### src/anpr_pkg.sv
// Shared constants for the auto-negotiation page register bank.
package anpr_pkg;
	// Register indices; the APB byte address is four times the index.
	localparam logic [9:0] CTRL_IDX = 10'h200;
	localparam logic [9:0] STAT_IDX = 10'h201;
	localparam logic [9:0] BPL_IDX = 10'h202;
	localparam logic [9:0] BPM_IDX = 10'h203;
	localparam logic [9:0] BPH_IDX = 10'h204;
	localparam logic [9:0] PPL_IDX = 10'h205;
	localparam logic [9:0] PPM_IDX = 10'h206;
	localparam logic [9:0] PPH_IDX = 10'h207;
	localparam logic [9:0] NPL_IDX = 10'h208;
	localparam logic [9:0] NPM_IDX = 10'h209;
	localparam logic [9:0] IRQ_STAT_IDX = 10'h2f0;
	localparam logic [9:0] IRQ_MASK_IDX = 10'h2f1;
	// Control and status fields.
	localparam int CTL_RST_BIT = 15;
	localparam int CTL_EN_BIT = 12;
	localparam int CTL_RESTART_BIT = 9;
	localparam int ST_PAGE_BIT = 6;
	localparam int ST_DONE_BIT = 5;
	localparam int ST_FAULT_BIT = 4;
	localparam int ST_ABLE_BIT = 3;
	localparam int ST_LINK_BIT = 2;
	localparam int NP_TOGGLE_BIT = 11;
	// Interrupt status and mask layout.
	localparam int IRQ_PAGE_BIT = 0;
	localparam int IRQ_DONE_BIT = 1;
	localparam int IRQ_FAULT_BIT = 2;
	localparam int IRQ_LINK_BIT = 3;
	localparam int IRQ_W = 4;
	// Reset values.
	localparam logic EN_RESET = 1'h1;
	localparam logic ABLE_VALUE = 1'h1;
	localparam logic [15:0] BPL_RESET = 16'h0001;
	// Writable bits; the acknowledge bit and the toggle bit are excluded.
	localparam logic [15:0] BPL_WMASK = 16'hbfff;
	localparam logic [15:0] NPL_WMASK = 16'hb7ff;
	// Soft reset duration of the negotiation function.
	localparam int CLK_PERIOD_NS = 10;
	localparam int SOFT_RST_NS = 100;
	localparam int SOFT_RST_CYC = (SOFT_RST_NS + CLK_PERIOD_NS - 1) / CLK_PERIOD_NS;
	localparam int SEQ_CNT_W = 8;
	typedef enum logic [1:0] {
		SEQ_OFF = 2'b00,
		SEQ_RST = 2'b01,
		SEQ_RUN = 2'b10
	} anpr_seq_t;
endpackage

### src/anpr_seq_if.sv
// Control link between the register bank and the negotiation sequencer.
`timescale 1ns/10ps
interface anpr_seq_if;
	logic enable;
	logic restart;
	logic in_reset;
	logic running;
	logic restart_pulse;
	modport regs (output enable, output restart, input in_reset, input running,
		input restart_pulse);
	modport seq (input enable, input restart, output in_reset, output running,
		output restart_pulse);
endinterface

### src/anpr_top.sv
// Auto-negotiation page register bank with APB slave and interrupt.
//
// The APB register port is this design's own decision.
`timescale 1ns/10ps
module anpr_top
	import anpr_pkg::*;
(
	input wire logic ref_clk,
	input wire logic rstn,
	input wire logic ce,
	input wire logic psel,
	input wire logic penable,
	input wire logic pwrite,
	input wire logic [11:0] paddr,
	input wire logic [31:0] pwdata,
	output logic [31:0] prdata,
	output logic pready,
	output logic pslverr,
	output logic irq,
	input wire logic page_rx_strobe,
	input wire logic [47:0] page_rx_data,
	input wire logic fault_detect,
	input wire logic negotiation_done_in,
	input wire logic link_up_in,
	input wire logic next_page_sent,
	output logic negotiation_soft_reset,
	output logic negotiation_active,
	output logic negotiation_restart_pulse,
	output logic [47:0] base_page_tx,
	output logic [31:0] next_page_tx
);
	anpr_seq_if sif();

	anpr_seq anpr_seq_inst (
		.ref_clk(ref_clk),
		.rstn(rstn),
		.ce(ce),
		.sif(sif)
	);

	// Sticky flag update: a hardware set wins over a clear in the same cycle.
	function automatic logic flag_upd(input logic cur, input logic set, input logic clr);
		return set | (cur & ~clr);
	endfunction

	// Decodes a register index to a mapped/unmapped answer.
	function automatic logic idx_hit(input logic [9:0] idx);
		unique case (idx)
			CTRL_IDX, STAT_IDX, BPL_IDX, BPM_IDX, BPH_IDX,
			PPL_IDX, PPM_IDX, PPH_IDX, NPL_IDX, NPM_IDX,
			IRQ_STAT_IDX, IRQ_MASK_IDX: return 1'b1;
			default: return 1'b0;
		endcase
	endfunction

	// Write strobe for one register, so every writer decodes the address alike.
	function automatic logic wr_at(input logic en, input logic [9:0] at,
		input logic [9:0] want);
		return en && (at == want);
	endfunction

	logic [9:0] idx;
	logic aligned;
	logic setup;
	logic wr_en;
	logic [15:0] wd;
	logic pready_r;
	logic pslverr_r;
	logic [31:0] prdata_r;
	logic [15:0] rd_mux;
	logic irq_r;

	logic en_r;
	logic restart_r;
	logic page_r;
	logic done_r;
	logic fault_r;
	logic link_r;
	logic [15:0] bpl_r;
	logic [15:0] bpm_r;
	logic [15:0] bph_r;
	logic [15:0] ppl_r;
	logic [15:0] ppm_r;
	logic [15:0] pph_r;
	logic [15:0] npl_r;
	logic [15:0] npm_r;
	logic toggle_r;
	logic [IRQ_W-1:0] irq_stat_r;
	logic [IRQ_W-1:0] irq_mask_r;
	logic [IRQ_W-1:0] irq_ev;
	logic done_prev_r;
	logic link_prev_r;

	assign idx = paddr[11:2];
	assign aligned = (paddr[1:0] == 2'h0);
	assign setup = psel & ~penable;
	// A write takes effect only at the access edge where pready is high.
	assign wr_en = psel & penable & pwrite & pready_r & aligned;
	assign wd = pwdata[15:0];

	// Every transfer completes with one wait-free access phase.
	always_ff @(posedge ref_clk) begin
		if (!rstn) begin
			pready_r <= 1'b0;
			pslverr_r <= 1'b0;
			prdata_r <= 32'h0000_0000;
		end else if (ce) begin
			pready_r <= setup;
			pslverr_r <= setup & ~(aligned & idx_hit(idx));
			if (setup) begin
				prdata_r <= {16'h0000, rd_mux};
			end
		end
	end

	// Reserved and unmapped bits read as zero.
	always_comb begin
		rd_mux = 16'h0000;
		if (aligned) begin
			unique case (idx)
				CTRL_IDX: begin
					rd_mux[CTL_RST_BIT] = sif.in_reset;
					rd_mux[CTL_EN_BIT] = en_r;
					rd_mux[CTL_RESTART_BIT] = restart_r;
				end
				STAT_IDX: begin
					rd_mux[ST_PAGE_BIT] = page_r;
					rd_mux[ST_DONE_BIT] = done_r;
					rd_mux[ST_FAULT_BIT] = fault_r;
					rd_mux[ST_ABLE_BIT] = ABLE_VALUE;
					rd_mux[ST_LINK_BIT] = link_r;
				end
				BPL_IDX: rd_mux = bpl_r;
				BPM_IDX: rd_mux = bpm_r;
				BPH_IDX: rd_mux = bph_r;
				PPL_IDX: rd_mux = ppl_r;
				PPM_IDX: rd_mux = ppm_r;
				PPH_IDX: rd_mux = pph_r;
				NPL_IDX: begin
					rd_mux = npl_r;
					rd_mux[NP_TOGGLE_BIT] = toggle_r;
				end
				NPM_IDX: rd_mux = npm_r;
				IRQ_STAT_IDX: rd_mux[IRQ_W-1:0] = irq_stat_r;
				IRQ_MASK_IDX: rd_mux[IRQ_W-1:0] = irq_mask_r;
				default: rd_mux = 16'h0000;
			endcase
		end
	end

	// Control: the enable bit.
	always_ff @(posedge ref_clk) begin
		if (!rstn) begin
			en_r <= EN_RESET;
		end else if (ce && wr_at(wr_en, idx, CTRL_IDX)) begin
			en_r <= wd[CTL_EN_BIT];
		end
	end

	// The sequencer takes the restart request in the cycle after it is set.
	// A restart written with the enable bit low is dropped, since nothing would run.
	always_ff @(posedge ref_clk) begin
		if (!rstn) begin
			restart_r <= 1'b0;
		end else if (ce) begin
			if (restart_r) begin
				restart_r <= 1'b0;
			end else if (wr_at(wr_en, idx, CTRL_IDX)) begin
				restart_r <= wd[CTL_RESTART_BIT] & wd[CTL_EN_BIT];
			end
		end
	end

	assign sif.enable = en_r;
	assign sif.restart = restart_r;

	// Page arrived flag: a write of zero clears it, a write of one keeps it.
	always_ff @(posedge ref_clk) begin
		if (!rstn) begin
			page_r <= 1'b0;
		end else if (ce) begin
			page_r <= flag_upd(page_r, page_rx_strobe,
				wr_at(wr_en, idx, STAT_IDX) && !wd[ST_PAGE_BIT]);
		end
	end

	// Remote fault flag, cleared the same way as the page flag.
	always_ff @(posedge ref_clk) begin
		if (!rstn) begin
			fault_r <= 1'b0;
		end else if (ce) begin
			fault_r <= flag_upd(fault_r, fault_detect,
				wr_at(wr_en, idx, STAT_IDX) && !wd[ST_FAULT_BIT]);
		end
	end

	// Completion counts only while the function runs, so a stale engine level reads zero.
	always_ff @(posedge ref_clk) begin
		if (!rstn) begin
			done_r <= 1'b0;
		end else if (ce) begin
			done_r <= negotiation_done_in & sif.running;
		end
	end

	// Link state mirror; software cannot alter it.
	always_ff @(posedge ref_clk) begin
		if (!rstn) begin
			link_r <= 1'b0;
		end else if (ce) begin
			link_r <= link_up_in;
		end
	end

	// Local base page words.
	always_ff @(posedge ref_clk) begin
		if (!rstn) begin
			bpl_r <= BPL_RESET;
		end else if (ce && wr_at(wr_en, idx, BPL_IDX)) begin
			bpl_r <= wd & BPL_WMASK;
		end
	end

	always_ff @(posedge ref_clk) begin
		if (!rstn) begin
			bpm_r <= 16'h0000;
		end else if (ce && wr_at(wr_en, idx, BPM_IDX)) begin
			bpm_r <= wd;
		end
	end

	always_ff @(posedge ref_clk) begin
		if (!rstn) begin
			bph_r <= 16'h0000;
		end else if (ce && wr_at(wr_en, idx, BPH_IDX)) begin
			bph_r <= wd;
		end
	end

	// Partner base page is captured whole so the three words stay coherent.
	always_ff @(posedge ref_clk) begin
		if (!rstn) begin
			ppl_r <= 16'h0000;
			ppm_r <= 16'h0000;
			pph_r <= 16'h0000;
		end else if (ce && page_rx_strobe) begin
			ppl_r <= page_rx_data[15:0];
			ppm_r <= page_rx_data[31:16];
			pph_r <= page_rx_data[47:32];
		end
	end

	// Local next page words.
	always_ff @(posedge ref_clk) begin
		if (!rstn) begin
			npl_r <= 16'h0000;
		end else if (ce && wr_at(wr_en, idx, NPL_IDX)) begin
			npl_r <= wd & NPL_WMASK;
		end
	end

	always_ff @(posedge ref_clk) begin
		if (!rstn) begin
			npm_r <= 16'h0000;
		end else if (ce && wr_at(wr_en, idx, NPM_IDX)) begin
			npm_r <= wd;
		end
	end

	// The toggle is kept by hardware and starts from zero after every soft reset.
	always_ff @(posedge ref_clk) begin
		if (!rstn) begin
			toggle_r <= 1'b0;
		end else if (ce) begin
			if (sif.in_reset) begin
				toggle_r <= 1'b0;
			end else if (next_page_sent) begin
				toggle_r <= ~toggle_r;
			end
		end
	end

	// Interrupt events: page, completion rising, fault, link change.
	assign irq_ev[IRQ_PAGE_BIT] = page_rx_strobe;
	assign irq_ev[IRQ_DONE_BIT] = done_r & ~done_prev_r;
	assign irq_ev[IRQ_FAULT_BIT] = fault_detect;
	assign irq_ev[IRQ_LINK_BIT] = link_r ^ link_prev_r;

	// Previous levels for the edge events.
	always_ff @(posedge ref_clk) begin
		if (!rstn) begin
			done_prev_r <= 1'b0;
			link_prev_r <= 1'b0;
		end else if (ce) begin
			done_prev_r <= done_r;
			link_prev_r <= link_r;
		end
	end

	// Interrupt status: set by events, cleared by writing one; a set wins.
	always_ff @(posedge ref_clk) begin
		if (!rstn) begin
			irq_stat_r <= '0;
		end else if (ce) begin
			for (int i = 0; i < IRQ_W; i++) begin
				irq_stat_r[i] <= flag_upd(irq_stat_r[i], irq_ev[i],
					wr_at(wr_en, idx, IRQ_STAT_IDX) && wd[i]);
			end
		end
	end

	always_ff @(posedge ref_clk) begin
		if (!rstn) begin
			irq_mask_r <= '0;
		end else if (ce && wr_at(wr_en, idx, IRQ_MASK_IDX)) begin
			irq_mask_r <= wd[IRQ_W-1:0];
		end
	end

	// One cycle behind the status bits, so the output stays glitch-free.
	always_ff @(posedge ref_clk) begin
		if (!rstn) begin
			irq_r <= 1'b0;
		end else if (ce) begin
			irq_r <= |(irq_stat_r & irq_mask_r);
		end
	end

	assign prdata = prdata_r;
	assign pready = pready_r;
	assign pslverr = pslverr_r;
	assign irq = irq_r;
	assign negotiation_soft_reset = sif.in_reset;
	assign negotiation_active = sif.running;
	assign negotiation_restart_pulse = sif.restart_pulse;
	assign base_page_tx = {bph_r, bpm_r, bpl_r};
	assign next_page_tx = {npm_r, npl_r[15:12], toggle_r, npl_r[10:0]};
endmodule

### src/anpr_seq.sv
// Negotiation sequencer: soft reset timing, enable and restart handling.
`timescale 1ns/10ps
module anpr_seq
	import anpr_pkg::*;
(
	input wire logic ref_clk,
	input wire logic rstn,
	input wire logic ce,
	anpr_seq_if.seq sif
);
	anpr_seq_t state_r;
	logic [SEQ_CNT_W-1:0] cnt_r;
	logic rst_r;
	logic run_r;
	logic pulse_r;

	// The function always passes through a timed reset before it runs.
	always_ff @(posedge ref_clk) begin
		if (!rstn) begin
			state_r <= SEQ_RST;
			cnt_r <= SEQ_CNT_W'(SOFT_RST_CYC - 1);
		end else if (ce) begin
			unique case (state_r)
				SEQ_OFF: begin
					if (sif.enable) begin
						state_r <= SEQ_RST;
						cnt_r <= SEQ_CNT_W'(SOFT_RST_CYC - 1);
					end
				end
				SEQ_RST: begin
					if (sif.restart) begin
						cnt_r <= SEQ_CNT_W'(SOFT_RST_CYC - 1);
					end else if (cnt_r == '0) begin
						state_r <= sif.enable ? SEQ_RUN : SEQ_OFF;
					end else begin
						cnt_r <= cnt_r - 1'b1;
					end
				end
				SEQ_RUN: begin
					if (!sif.enable) begin
						state_r <= SEQ_OFF;
					end else if (sif.restart) begin
						state_r <= SEQ_RST;
						cnt_r <= SEQ_CNT_W'(SOFT_RST_CYC - 1);
					end
				end
				default: begin
					state_r <= SEQ_OFF;
				end
			endcase
		end
	end

	// Soft reset flag clears itself when the timed reset ends.
	always_ff @(posedge ref_clk) begin
		if (!rstn) begin
			rst_r <= 1'b1;
			run_r <= 1'b0;
			pulse_r <= 1'b0;
		end else if (ce) begin
			// Raised on the edge that enters the timed reset, so it lasts the full count.
			rst_r <= ((state_r == SEQ_RST) && !(cnt_r == '0 && !sif.restart)) ||
				(state_r == SEQ_RUN && sif.enable && sif.restart) ||
				(state_r == SEQ_OFF && sif.enable);
			run_r <= (state_r == SEQ_RUN && sif.enable && !sif.restart) ||
				(state_r == SEQ_RST && cnt_r == '0 && !sif.restart && sif.enable);
			pulse_r <= sif.restart && sif.enable;
		end
	end

	assign sif.in_reset = rst_r;
	assign sif.running = run_r;
	assign sif.restart_pulse = pulse_r;
endmodule

### config.mk
export PLATFORM = sky130hd
export DESIGN_NAME = anpr_top
export DESIGN_NICKNAME = d
export VERILOG_FILES = /design/src/anpr_pkg.sv /design/src/anpr_seq_if.sv /design/src/anpr_top.sv /design/src/anpr_seq.sv
export SDC_FILE = /design/constraint.sdc
export NUM_CORES = 1
export LEC_CHECK = 0
export BUFFER_PORTS_ARGS = -buffer_cell sky130_fd_sc_hd__buf_2
export CAP_MARGIN = 20
export CORE_AREA = 5 5 158 114
export DETAILED_ROUTE_END_ITERATION = 10
export DIE_AREA = 0 0 163 119
export GPL_TIMING_DRIVEN = 0
export HOLD_SLACK_MARGIN = 0.05
export PLACE_DENSITY = 0.76
export SLEW_MARGIN = 5
export SYNTH_ARGS = -nofsm -noshare
export SYNTH_HDL_FRONTEND = slang
export SYNTH_SLANG_ARGS = --single-unit
### constraint.sdc
create_clock -name ref_clk -period 4.36 [get_ports ref_clk]
set_input_delay 0.218 -clock ref_clk [delete_from_list [all_inputs] [get_ports ref_clk]]
set_output_delay 0.218 -clock ref_clk [all_outputs]
set_load 0.03 [all_outputs]
==> metrics.txt <==
status finished, final reports clean; setup ws final approximately 1.8 ns; DP HPWL 25630 um; # clock sinks about 170; die area about 0.019 sq mm; crit-path max cell delay 0.76 ns; routability cong. ~1.1; Worst R2R Start anpr_seq_inst.cnt_r[0]; Yosys top cell area share 0.4356; CP Class input port to flop; WP data required around 4.7 ns; first-pass GRT wire length 50750 um; Mapped Cells approximately 1000; pwr/cell area about 350 mW/mm^2; CTS buffer count 17; Final Max Tran Viols 0; IO Pins around 220; Final Hold Fails 0; Multi-input gate area 0.004118 sq mm; fin crit share 0.5787; Critical Path Source Type input port; cell area after synthesis roughly 0.0080 sq mm; # rows 39; Placed Instance Area a little over 0.009 sq mm; DRC Markers 0; initial antenna violation count 0; nets between 1000 and 1500; First DRT Iteration DRCs between 1000 and 1500; Util after Layout 0.6354; drt via density ~6; crit path max fanout 10; Layout area overhead 28.73%; Hold EP ppl_r[11]; Antenna Cells 0; Async SR Flop Fraction 0; R2R setup slack 1.99 ns; Max Clock Freq 396.4 MHz; Clock Root Buffer clkbuf_16; clk_lat worst skew approximately 0.44 ns; All-Layer GR Usage 0.3456; Sequential Area around 0.0035 sq mm; placed cells roughly 1400; RR Endpoint anpr_seq_inst.cnt_r[1]; critical path endpoint category flop; grt ovf 0; CTS Buffer Depth 2; core box area around 0.016 sq mm; number of synthesized flops with an enable pin 0; worst path cell trace buf_2 > nor4b_2 > and3_1 > clkbuf_1 > nand2_1 > clkbuf_1 > nand2_1 > a21oi_1; Syn Area/Cell slightly below 8 sq um; fillers 1470; Max-slew headroom 0.3793; crit path time final 2.523 ns; Min-Delay Path Depth 3; IO buf count 182; #FFs+latches synth 174; initial core utilization 0.4936; Arr. time, crit path between 2 and 3 ns; WL/cell approximately 23 um; vias in the first global route a little over 8000; RSZ-0062 raised after global routing false; P_leak 4.130 nW; Die X ~160 um; Cell variety after synth between 70 and 80; worst hold start page_rx_data[11]; commonest register cell after synthesis dfxtp_1; post-synth top area cell dfxtp_1; DR vias about 9000; sequential cell area fraction in the yosys report 0.4356; Hold Crit Class input port to flop; Non-Filler Instances ~1500; Worst-path clk slew 0.07 ns; # setup viols final 0; Max IR drop VDD around 0.0002 V; die height 119 um; Crit-path slowest cell nor4b_2; fin area 0.01029 sq mm; Post-Route WL 34600 um; CTS tree built; pre-CTS setup slack about 1.5 ns; total negative slack 0 ns; drt first pass iters 8; Max-Cap Viols 0; CTS HTree Levels 4; clock skew between 0.009 and 0.01 ns; Area contributors post-synth dfxtp_1, nand2_1, a21oi_1; worst r2r path cells 7; yosys warns 0; Worst Tran Pin Value 0.9310 ns; largest net degree at the start of global routing 17; Routed Antenna Nets 0; layout cells sized above 1 0.2195
## per-layer routing
| layer | track usage | wire [um] | up-vias |
|---|---|---|---|
| met5 | 0 | 0 | - |
| met4 | 0.07910 | 716 | 0 |
| met3 | 0.1236 | 5513 | 65 |
| met2 | 0.4850 | 13920 | 697 |
| met1 | 0.5076 | 14450 | 4215 |
| li1 | - | - | 4004 |
## cell usage in the layout (no fill, tap or decap), types with 4 or more instances in the layout
| cell type | Yosys | layout |
|---|---|---|
| o32ai_1 | 4 | 4 |
| nand3_1 | 18 | 18 |
| a21oi_1 | 158 | 158 |
| mux2i_1 | 27 | 27 |
| clkbuf_16 | 0 | 17 |
| dfxtp_1 | 174 | 174 |
| a22o_1 | 12 | 12 |
| a211oi_1 | 5 | 5 |
| inv_1 | 4 | 4 |
| o22ai_1 | 4 | 4 |
| o21ai_0 | 22 | 22 |
| nand2_1 | 291 | 291 |
| a22oi_1 | 19 | 19 |
| inv_6 | 0 | 5 |
| xor2_1 | 7 | 7 |
| nor2b_1 | 6 | 6 |
| a221oi_1 | 9 | 9 |
| mux2_2 | 12 | 12 |
| buf_4 | 22 | 22 |
| or3_1 | 4 | 4 |
| nor3_1 | 10 | 10 |
| clkbuf_1 | 46 | 48 |
| nor4_1 | 4 | 4 |
| nor2_1 | 38 | 38 |
| buf_2 | 16 | 198 |
| nor3_4 | 5 | 5 |
| dlygate4sd3_1 | 0 | 44 |
| nand2b_1 | 4 | 4 |
| nand4_1 | 7 | 7 |
| and4_1 | 4 | 4 |
| and3_1 | 5 | 5 |
| and2_1 | 5 | 5 |
| conb_1 | 1 | 18 |
## synthesized netlist by cell type, types with 3 or more instances
| master | number |
|---|---|
| a211oi_1 | 5 |
| a21boi_0 | 3 |
| a21oi_1 | 158 |
| a221oi_1 | 9 |
| a22o_1 | 12 |
| a22oi_1 | 19 |
| a31oi_1 | 3 |
| a32oi_1 | 3 |
| and2_1 | 5 |
| and3_1 | 5 |
| and4_1 | 4 |
| buf_2 | 16 |
| buf_4 | 22 |
| clkbuf_1 | 46 |
| dfxtp_1 | 174 |
| inv_1 | 4 |
| mux2_2 | 12 |
| mux2i_1 | 27 |
| nand2_1 | 291 |
| nand2b_1 | 4 |
| nand3_1 | 18 |
| nand4_1 | 7 |
| nor2_1 | 38 |
| nor2b_1 | 6 |
| nor3_1 | 10 |
| nor3_4 | 5 |
| nor4_1 | 4 |
| o21ai_0 | 22 |
| o22ai_1 | 4 |
| o2bb2ai_1 | 3 |
| o32ai_1 | 4 |
| or3_1 | 4 |
| or4_1 | 3 |
| xor2_1 | 7 |
## registers in the layout (all words and copies together) (netlist names), 2 cells and up
register and cells:
bph_r 16, bpm_r 16, npm_r 16, pph_r 16
ppl_r 16, ppm_r 16, prdata 16, bpl_r 15
npl_r 14, anpr_seq_inst.cnt_r 8, irq_mask_r 4, irq_stat_r 4
anpr_seq_inst.state_r 2
## power by group
part	switching [mW]	leakage, nW	internal [mW]
Clock	0.687	0.289	0.876
Combinational	0.227	2.43	0.127
Sequential	0.0304	1.41	1.62
## what timing repair did
action,4_1_cts,5_1_grt
resized for setup,0,0
hold buffers,44,0
buffers inserted,0,0
hold endpoints to repair,44,0
## cell type report
class / count / area share
timing repair buffer: 227 / 0.1318
inverter: 6 / 0.002188
buffer: 87 / 0.04242
sequential: 174 / 0.3384
clock inverter: 12 / 0.01446
multi-input combinational: 759 / 0.4000
clock buffer: 20 / 0.04339
tap: 225 / 0.02735
## logic make-up after synthesis
group                    Yosys count  synth area share
AND/OR/NAND/NOR                  428            0.2466
AO/OA/AOI/OAI                    264            0.1973
flip-flops                       174            0.4356
buffers and inverters             93           0.05743
multiplexers                      39           0.05070
XOR/XNOR                           8          0.008763
adder cells (fa/ha/maj)            2          0.003129
other                              1         0.0004690
## per-stage QoR
step / power, mW / hold slack (ns)
finish: 3.569 / 0.06835
global route: 3.666 / 0.06498
CTS: 3.549 / 0.05480
detailed placement: 1.992 / 0.4390
global placement: 1.988 / 0.4317
floorplan: 1.853 / 0.3420
## worst max-delay path by stage
stage / from / endpoint / cells past startpoint
detailed placement: paddr[5] / bpl_r[0] / 8
finish: paddr[5] / bpl_r[11] / 8
global route: anpr_seq_inst.cnt_r[0] / anpr_seq_inst.cnt_r[1] / 7
CTS: paddr[4] / bpl_r[0] / 8
global placement: paddr[5] / bpl_r[0] / 8
floorplan: pready / bph_r[11] / 6
## worst max-delay path: cells and delay by family
family	cells	cell delay (ns)
AOI/OAI and AO/OA	1	0.09
buffers and inverters	3	1.00
and+or+nand+nor	4	1.51
(Power assumes the default switching activity.)
